File: src/hdl/bppp_pkg.sv
// bppp_pkg: shared constants and types for the bidirectional parallel peripheral port
// assumes a single 250 MHz clock domain
package bppp_pkg;
  // ==========================================================
  // timing
  localparam int CLK_PERIOD_NS = 4;
  localparam int ACK_PULSE_NS = 8;
  localparam int ACK_PULSE_CYC = (ACK_PULSE_NS + CLK_PERIOD_NS - 1) / CLK_PERIOD_NS;
  localparam int SETUP_NS = 8;
  localparam int SETUP_CYC = (SETUP_NS + CLK_PERIOD_NS - 1) / CLK_PERIOD_NS;
  localparam logic [3:0] CNT_ZERO = 4'h0;
  localparam logic [3:0] ACK_CNT_LOAD = 4'(ACK_PULSE_CYC);
  localparam logic [3:0] SETUP_CNT_LOAD = 4'(SETUP_CYC);
  // ==========================================================
  // widths and reset values
  localparam int BYTE_W = 8;
  localparam int NIB_W = 4;
  localparam int MEM_ADDR_W = 16;
  localparam logic [7:0] BYTE_RESET = 8'h00;
  localparam logic [3:0] NIB_RESET = 4'h0;
  localparam logic [15:0] ADDR_RESET = 16'h0000;
  localparam logic [15:0] ADDR_ONE = 16'h0001;
  // ==========================================================
  // states
  typedef enum logic [2:0] {BPPP_F_IDLE, BPPP_F_STORE, BPPP_F_WAIT_MEM, BPPP_F_ACK,
                            BPPP_F_WAIT_STB_HI} bppp_fwd_t;
  typedef enum logic [2:0] {BPPP_R_IDLE, BPPP_R_WAIT_LO1, BPPP_R_SETUP1, BPPP_R_WAIT_HI1,
                            BPPP_R_WAIT_LO2, BPPP_R_SETUP2, BPPP_R_WAIT_HI2} bppp_rev_t;
endpackage

File: src/hdl/bppp_buf2.sv
// bppp_buf2: two-entry valid/ready buffer in front of the memory write port
// assumes the drain side may hold ready low for any time
`timescale 1ns/1ps
`default_nettype none
module bppp_buf2
  import bppp_pkg::*;
(
  input wire logic clk,
  input wire logic rst,
  input wire logic in_valid,
  output logic in_ready,
  input wire logic [BYTE_W-1:0] in_data,
  output logic out_valid,
  input wire logic out_ready,
  output logic [BYTE_W-1:0] out_data
);
  // ==========================================================
  // storage
  logic [BYTE_W-1:0] mem0;
  logic [BYTE_W-1:0] mem1;
  logic [1:0] count;
  wire push = in_valid && in_ready;
  wire pop = out_valid && out_ready;
  assign in_ready = (count != 2'h2);
  assign out_valid = (count != 2'h0);
  assign out_data = mem0;
  always_ff @(posedge clk) begin
    if (rst) begin
      count <= 2'h0;
      mem0 <= BYTE_RESET;
      mem1 <= BYTE_RESET;
    end else begin
      count <= 2'(count + {1'b0, push} - {1'b0, pop});
      if (pop) begin
        mem0 <= (count == 2'h2) ? mem1 : in_data;
      end
      if (push && (count == 2'h0 || (count == 2'h1 && pop))) begin
        mem0 <= in_data;
      end else if (push) begin
        mem1 <= in_data;
      end
    end
  end
endmodule
`default_nettype wire

File: src/hdl/bppp_top.sv
// bppp_top: peripheral end of a byte-wide parallel port, compatibility and nibble modes
// assumes host pins already synchronous to clk; memory write port answers with wr_done
// Functional notes
// compatibility forward and nibble reverse modes supported
// forward data accepted as whole bytes
// host drives byte then pulls strobe low
// strobe fall raises busy, latches data
// latched byte written to receive buffer
// ack pulse, busy low after write
// reverse byte sent as two nibbles
// data available low while reverse data ready
// host busy fall: low nibble, clock low
// host takes nibble, then raises busy
// second busy fall sends high nibble
// no more data: raise available, idle
// clock low marks high nibble, returns high
// nibble stable until host raises busy
`timescale 1ns/1ps
`default_nettype none
module bppp_top
  import bppp_pkg::*;
(
  input wire logic clk,
  input wire logic rst,
  input wire logic nibble_mode,
  input wire logic [BYTE_W-1:0] host_data,
  input wire logic data_strobe_n,
  output logic busy,
  output logic byte_accepted_pulse_n,
  output logic mem_wr_en,
  output logic [MEM_ADDR_W-1:0] mem_wr_addr,
  output logic [BYTE_W-1:0] mem_wr_data,
  input wire logic mem_wr_done,
  input wire logic rev_valid,
  output logic rev_ready,
  input wire logic [BYTE_W-1:0] rev_data,
  input wire logic host_busy,
  output logic data_avail_n,
  output logic periph_clk,
  output logic [NIB_W-1:0] status_nibble
);
  // ==========================================================
  // forward channel
  bppp_fwd_t fstate;
  bppp_fwd_t next_fstate;
  logic strobe_d;
  logic [BYTE_W-1:0] hold;
  logic [3:0] ack_cnt;
  logic buf_out_valid;
  logic buf_in_ready;
  logic [BYTE_W-1:0] buf_out_data;
  logic mem_busy;
  wire strobe_fall = strobe_d && !data_strobe_n;
  wire fwd_on = !nibble_mode;
  wire start_fwd = fwd_on && strobe_fall && fstate == BPPP_F_IDLE;
  wire buf_push = fstate == BPPP_F_STORE;
  wire buf_pop = buf_out_valid && !mem_busy;
  // ack only after the memory write of this byte completes, so busy covers the whole store
  wire fwd_written = fstate == BPPP_F_WAIT_MEM && !buf_out_valid && !mem_busy;
  always_comb begin
    next_fstate = fstate;
    case (fstate)
      BPPP_F_IDLE: if (start_fwd) next_fstate = BPPP_F_STORE;
      BPPP_F_STORE: if (buf_in_ready) next_fstate = BPPP_F_WAIT_MEM;
      BPPP_F_WAIT_MEM: if (fwd_written) next_fstate = BPPP_F_ACK;
      BPPP_F_ACK: if (ack_cnt == CNT_ZERO) next_fstate = BPPP_F_WAIT_STB_HI;
      BPPP_F_WAIT_STB_HI: if (data_strobe_n) next_fstate = BPPP_F_IDLE;
      default: next_fstate = BPPP_F_IDLE;
    endcase
  end
  always_ff @(posedge clk) begin
    if (rst) begin
      fstate <= BPPP_F_IDLE;
      strobe_d <= 1'b1;
      hold <= BYTE_RESET;
      ack_cnt <= CNT_ZERO;
    end else begin
      fstate <= next_fstate;
      strobe_d <= data_strobe_n;
      if (start_fwd) hold <= host_data;
      if (next_fstate == BPPP_F_ACK && fstate != BPPP_F_ACK) ack_cnt <= ACK_CNT_LOAD;
      else if (ack_cnt != CNT_ZERO) ack_cnt <= 4'(ack_cnt - 4'h1);
    end
  end
  assign busy = fstate != BPPP_F_IDLE && fstate != BPPP_F_WAIT_STB_HI;
  assign byte_accepted_pulse_n = !(fstate == BPPP_F_ACK);
  bppp_buf2 u_buf (
    .clk(clk),
    .rst(rst),
    .in_valid(buf_push),
    .in_ready(buf_in_ready),
    .in_data(hold),
    .out_valid(buf_out_valid),
    .out_ready(buf_pop),
    .out_data(buf_out_data)
  );
  // ==========================================================
  // receive buffer writer
  always_ff @(posedge clk) begin
    if (rst) begin
      mem_busy <= 1'b0;
      mem_wr_en <= 1'b0;
      mem_wr_addr <= ADDR_RESET;
      mem_wr_data <= BYTE_RESET;
    end else begin
      if (buf_pop) begin
        mem_busy <= 1'b1;
        mem_wr_en <= 1'b1;
        mem_wr_data <= buf_out_data;
      end else if (mem_busy && mem_wr_done) begin
        mem_busy <= 1'b0;
        mem_wr_en <= 1'b0;
        mem_wr_addr <= 16'(mem_wr_addr + ADDR_ONE);
      end
    end
  end
  // ==========================================================
  // reverse channel
  bppp_rev_t rstate;
  bppp_rev_t next_rstate;
  logic [BYTE_W-1:0] rbyte;
  logic [3:0] setup_cnt;
  wire rev_take = nibble_mode && rev_valid && !host_busy &&
                  (rstate == BPPP_R_IDLE || (rstate == BPPP_R_WAIT_HI2 && host_busy));
  wire idle_take = rstate == BPPP_R_IDLE && nibble_mode && rev_valid;
  assign rev_ready = rstate == BPPP_R_IDLE && nibble_mode && !host_busy;
  always_comb begin
    next_rstate = rstate;
    case (rstate)
      BPPP_R_IDLE: if (rev_take) next_rstate = BPPP_R_SETUP1;
      BPPP_R_SETUP1: if (setup_cnt == CNT_ZERO) next_rstate = BPPP_R_WAIT_HI1;
      BPPP_R_WAIT_HI1: if (host_busy) next_rstate = BPPP_R_WAIT_LO2;
      BPPP_R_WAIT_LO2: if (!host_busy) next_rstate = BPPP_R_SETUP2;
      BPPP_R_SETUP2: if (setup_cnt == CNT_ZERO) next_rstate = BPPP_R_WAIT_HI2;
      BPPP_R_WAIT_HI2: if (host_busy) next_rstate = BPPP_R_IDLE;
      default: next_rstate = BPPP_R_IDLE;
    endcase
  end
  always_ff @(posedge clk) begin
    if (rst) begin
      rstate <= BPPP_R_IDLE;
      rbyte <= BYTE_RESET;
      setup_cnt <= CNT_ZERO;
      status_nibble <= NIB_RESET;
    end else begin
      rstate <= next_rstate;
      if (rev_take) begin
        rbyte <= rev_data;
        status_nibble <= rev_data[3:0];
      end
      if (rstate == BPPP_R_WAIT_LO2 && !host_busy) status_nibble <= rbyte[7:4];
      if (next_rstate == BPPP_R_SETUP1 || next_rstate == BPPP_R_SETUP2) begin
        if (rstate != next_rstate) setup_cnt <= SETUP_CNT_LOAD;
        else if (setup_cnt != CNT_ZERO) setup_cnt <= 4'(setup_cnt - 4'h1);
      end
    end
  end
  // nibble set up before clock falls, held until host busy rises
  assign periph_clk = !(rstate == BPPP_R_WAIT_HI1 || rstate == BPPP_R_WAIT_HI2);
  assign data_avail_n = !(idle_take || rstate != BPPP_R_IDLE);
endmodule
`default_nettype wire

File: config.mk
export PLATFORM = sky130hd
export DESIGN_NAME = bppp_top
export DESIGN_NICKNAME = d
export VERILOG_FILES = /design/src/hdl/bppp_pkg.sv /design/src/hdl/bppp_buf2.sv /design/src/hdl/bppp_top.sv
export SDC_FILE = /design/constraint.sdc
export NUM_CORES = 1
export LEC_CHECK = 0
export ABC_AREA = 0
export BUFFER_PORTS_ARGS = -buffer_cell sky130_fd_sc_hd__buf_2
export CORE_UTILIZATION = 50
export CTS_CLUSTER_DIAMETER = 60
export DETAILED_ROUTE_END_ITERATION = 10
export PLACE_DENSITY_LB_ADDON = 0.08
export SYNTH_ARGS = -nofsm -noshare
export SYNTH_HDL_FRONTEND = slang
export SYNTH_SLANG_ARGS = --single-unit
File: constraint.sdc
create_clock -name clk -period 2.8 [get_ports clk]
set_clock_uncertainty 0.15 [all_clocks]
set_input_delay 0 -clock clk [delete_from_list [all_inputs] [get_ports clk]]
set_output_delay 0 -clock clk [all_outputs]
set_load 0.01 [all_outputs]
==> reports/results.tsv <==
stage	metric	value	unit
critical_path	cp_max_fo	16	
run_status	status	complete, no violations	
synthesis	synth_edf_count	0	
synthesis	synth_cells	374	
global_route	grt_pass1_wl	11.9	mm
timing	setup_tns	0	ns
synthesis	synth_top_area_frac	0.450	
power_and_ir_drop	ir_worst_vdd	0.502	mV
layout	final_layout_size_suffix_gt1_frac	0.207	
routing	drt-initial-drc-count	105	
routing	vias	2781	
clock_network	clkSlewWorstSetupHoldPaths	0.07	ns
critical_path	slowest_stage	o31ai_4	
clock_network	cts-buffers-inserted	9	
layout	seq_area	0.00148	mm^2
timing	slew_headroom	0.535	
global_route	gr-total-overflow	0	
layout	n_antenna_cell	0	
timing	finalSetupViolCount	0	
critical_path	timing.rr.start	fstate[0]$_SDFF_PP0_	
power_and_ir_drop	powerDensity	728	mW/mm^2
min_path	worstHoldStart	host_busy	
critical_path	cp.arrival	2.19	ns
floorplan	io_pins	57	
clock_network	post_cts_buffers	0	
layout	fin_nets	472	
synthesis	ys_seq_elements	74	
critical_path	end_kind	flop	
clock_network	htreeDepth	3	
clock_network	root_buffer	clkbuf_8	
floorplan	dieArea	0.00691	mm^2
floorplan	num_rows	29	
global_route	grt_max_degree	38	
synthesis	synthFlopType	dfxtp_1	
timing	period_needed	2.09	ns
synthesis	syn-num-nets	401	
synthesis	async_flop_share	0	
synthesis	avgSynthCellArea	8.80	um^2
critical_path	critPathKind	flop to flop	
floorplan	coreArea	0.00635	mm^2
layout	multi_input_area	0.00165	mm^2
routing	wl	6.97	mm
placement	post-dp-hpwl	4.40	mm
placement	io_buffers	56	
timing	final_hold_viol_count	0	
clock_network	clk_latency	0.34	ns
floorplan	die_h	83.1	um
floorplan	die_x	83.1	um
power_and_ir_drop	p_leak	1.58	nW
layout	final_util	0.623	
layout	area_growth_syn_to_layout	20.2	%
routing	ant_nets	0	
synthesis	synth_cell_types	53	
critical_path	setup.worst_path.start	fstate[0]$_SDFF_PP0_	
global_route	antenna_found_initial	0	
timing	fmax	479	MHz
timing	slew_violations	0	
timing	tightestPinTransition	0.698	ns
synthesis	netlist_area	0.00329	mm^2
timing	period_share	0.746	
routing	via_per_inst	5.28	
critical_path	worstSetupStartpointType	flop	
critical_path	crit_family	compound AO/OA/AOI/OAI gates	
global_route	grt.total_usage	0.212	
global_route	grt_pass1_vias	2564	
clock_network	cts_tree	yes	
synthesis	ys_warn_count	0	
synthesis	yosys-top-cells-area	dfxtp_1, nand2_1, mux2i_1	
min_path	hold_class	primary input to flop	
routing	wire_per_inst	13.2	um
timing	rsz0062_at_grt	no	
critical_path	path_cells	or3b_4 -> o31ai_4 -> nor2_1 -> a311oi_2	
critical_path	cp.buffers_inverters	0	
routing	drt-pass1-iter-count	4	
critical_path	required	2.90	ns
floorplan	start_util	0.518	
clock_network	clk_path_buf_depth	2	
placement	gp_congestion	0.760	
clock_network	cts_sinks	74	
synthesis	ys_seq_area_frac	0.450	
layout	fillerInstances	570	
clock_network	cts-hold-fix-buffers	18	
clock_network	cts_resized	0	
job	maxCapViolCount	0	
synthesis	synth_area_leader_cell	dfxtp_1	
critical_path	slowest_delay	0.56	ns
routing	drc	0	
==> final timing paths <==
path | cells after the start | slack, ns | to
setup / recovery | 4 | 0.71 | u_buf.out_data[6]$_SDFFE_PP0P_
hold / removal | 4 | 0.03 | rstate[0]$_SDFF_PP0_
setup reg to reg | 4 | 0.71 | u_buf.out_data[6]$_SDFFE_PP0P_
hold reg to reg | 2 | 0.30 | mem_wr_data[7]$_SDFFE_PP0P_
==> Yosys cell counts (4+ instances only) <==
library cell / n
dfxtp_1: 74
a22oi_1: 5
nor2_1: 47
nand4_1: 6
xor2_1: 9
mux2i_1: 19
nand2_1: 63
ha_1: 4
o21ai_0: 8
nand2b_1: 5
clkbuf_1: 7
nor3_1: 9
a21oi_1: 28
xnor2_1: 6
buf_6: 4
a311oi_1: 7
inv_1: 5
a31oi_1: 4
nand3_1: 10
==> layer usage <==
layer	part of all wire	wire length (um)	GRT usage
met1	0.49	3450	0.276
met2	0.46	3190	0.343
met3	0.035	246	0.0567
met4	0.012	85	0.0690
met5	0	0	0
==> flip-flops by register name, summed over array words and instances, names as in the netlist, 3 cells and up <==
signal / count
ack_cnt: 4
fstate: 3
hold: 8
mem_wr_addr: 16
mem_wr_data: 8
rbyte: 4
rstate: 3
setup_cnt: 4
status_nibble: 4
u_buf.mem1: 8
u_buf.out_data: 8
==> final cells by class <==
type / instances / share of cell area
clock inverters: 5 / 0.0133
repair buffers: 79 / 0.126
flip-flops and latches: 74 / 0.375
multi-input cells: 275 / 0.418
inverters: 6 / 0.00570
clock buffers: 11 / 0.0383
well taps: 77 / 0.0244
==> through the flow <==
| stage | hold slack, ns | setup slack [ns] | total power, mW | instances | cell area (um^2) |
|---|---|---|---|---|---|
| 4_1_cts | 0.00768 | 0.680 | 2.92 | 527 | 3950 |
| 3_5_place_dp | 0.0588 | 0.723 | 2.04 | 493 | 3570 |
| 2_1_floorplan | -0.0463 | 0.600 | 1.88 | 374 | 3290 |
| 3_3_place_gp | 0.0582 | 0.781 | 2.02 | 493 | 3570 |
| 5_1_grt | 0.0412 | 0.550 | 3.07 | 527 | 3950 |
| 6_report | 0.0314 | 0.712 | 2.88 | 527 | 3950 |
==> kinds of logic (layout without fill, tap and decap cells) <==
group / Yosys count / count (layout) / share of synthesized area
buffers and inverters: 25 / 101 / 0.0475
DFF: 74 / 74 / 0.450
adders and majority gates: 4 / 4 / 0.0152
xor gates and xnor gates: 15 / 15 / 0.0399
muxes: 19 / 19 / 0.0578
AOI/OAI and AO/OA: 68 / 68 / 0.142
and+or+nand+nor: 169 / 169 / 0.247
==> worst min-delay path, delay by kind of cell <==
family	cells	cell delay, ns
and+or+nand+nor	1	0.04
buffers and inverters	1	0.23
AOI/OAI and AO/OA	2	0.21
==> cell usage in the layout (no fill, tap or decap), types with 2 or more instances in the layout <==
cell type      instances
a31oi_1                4
a22oi_1                5
o31ai_1                2
clkinv_2               3
nor2b_1                3
or3_1                  2
nor3_1                 9
xor2_1                 9
nor4_1                 3
or2_2                  3
buf_2                 56
and4_1                 3
nor3b_1                2
and2_1                 3
inv_1                  5
a31o_2                 2
nand2b_1               5
o21ai_0                8
nor2_1                47
dlygate4sd3_1         18
nand4_1                6
nand2_1               63
a311oi_2               2
clkbuf_8              11
dfxtp_1               74
a21oi_1               28
mux2i_1               19
a311oi_1               7
xnor2_1                6
buf_4                  5
nand3_1               10
o211ai_1               2
ha_1                   4
==> where the power goes <==
group	switching [mW]	leakage, nW	total (mW)	internal (mW)
combinational	0.435	0.873	0.756	0.321
sequential	0.112	0.601	1.28	1.17
clock	0.387	0.105	0.843	0.456
No activity file was read; power rests on OpenSTA's default activity.
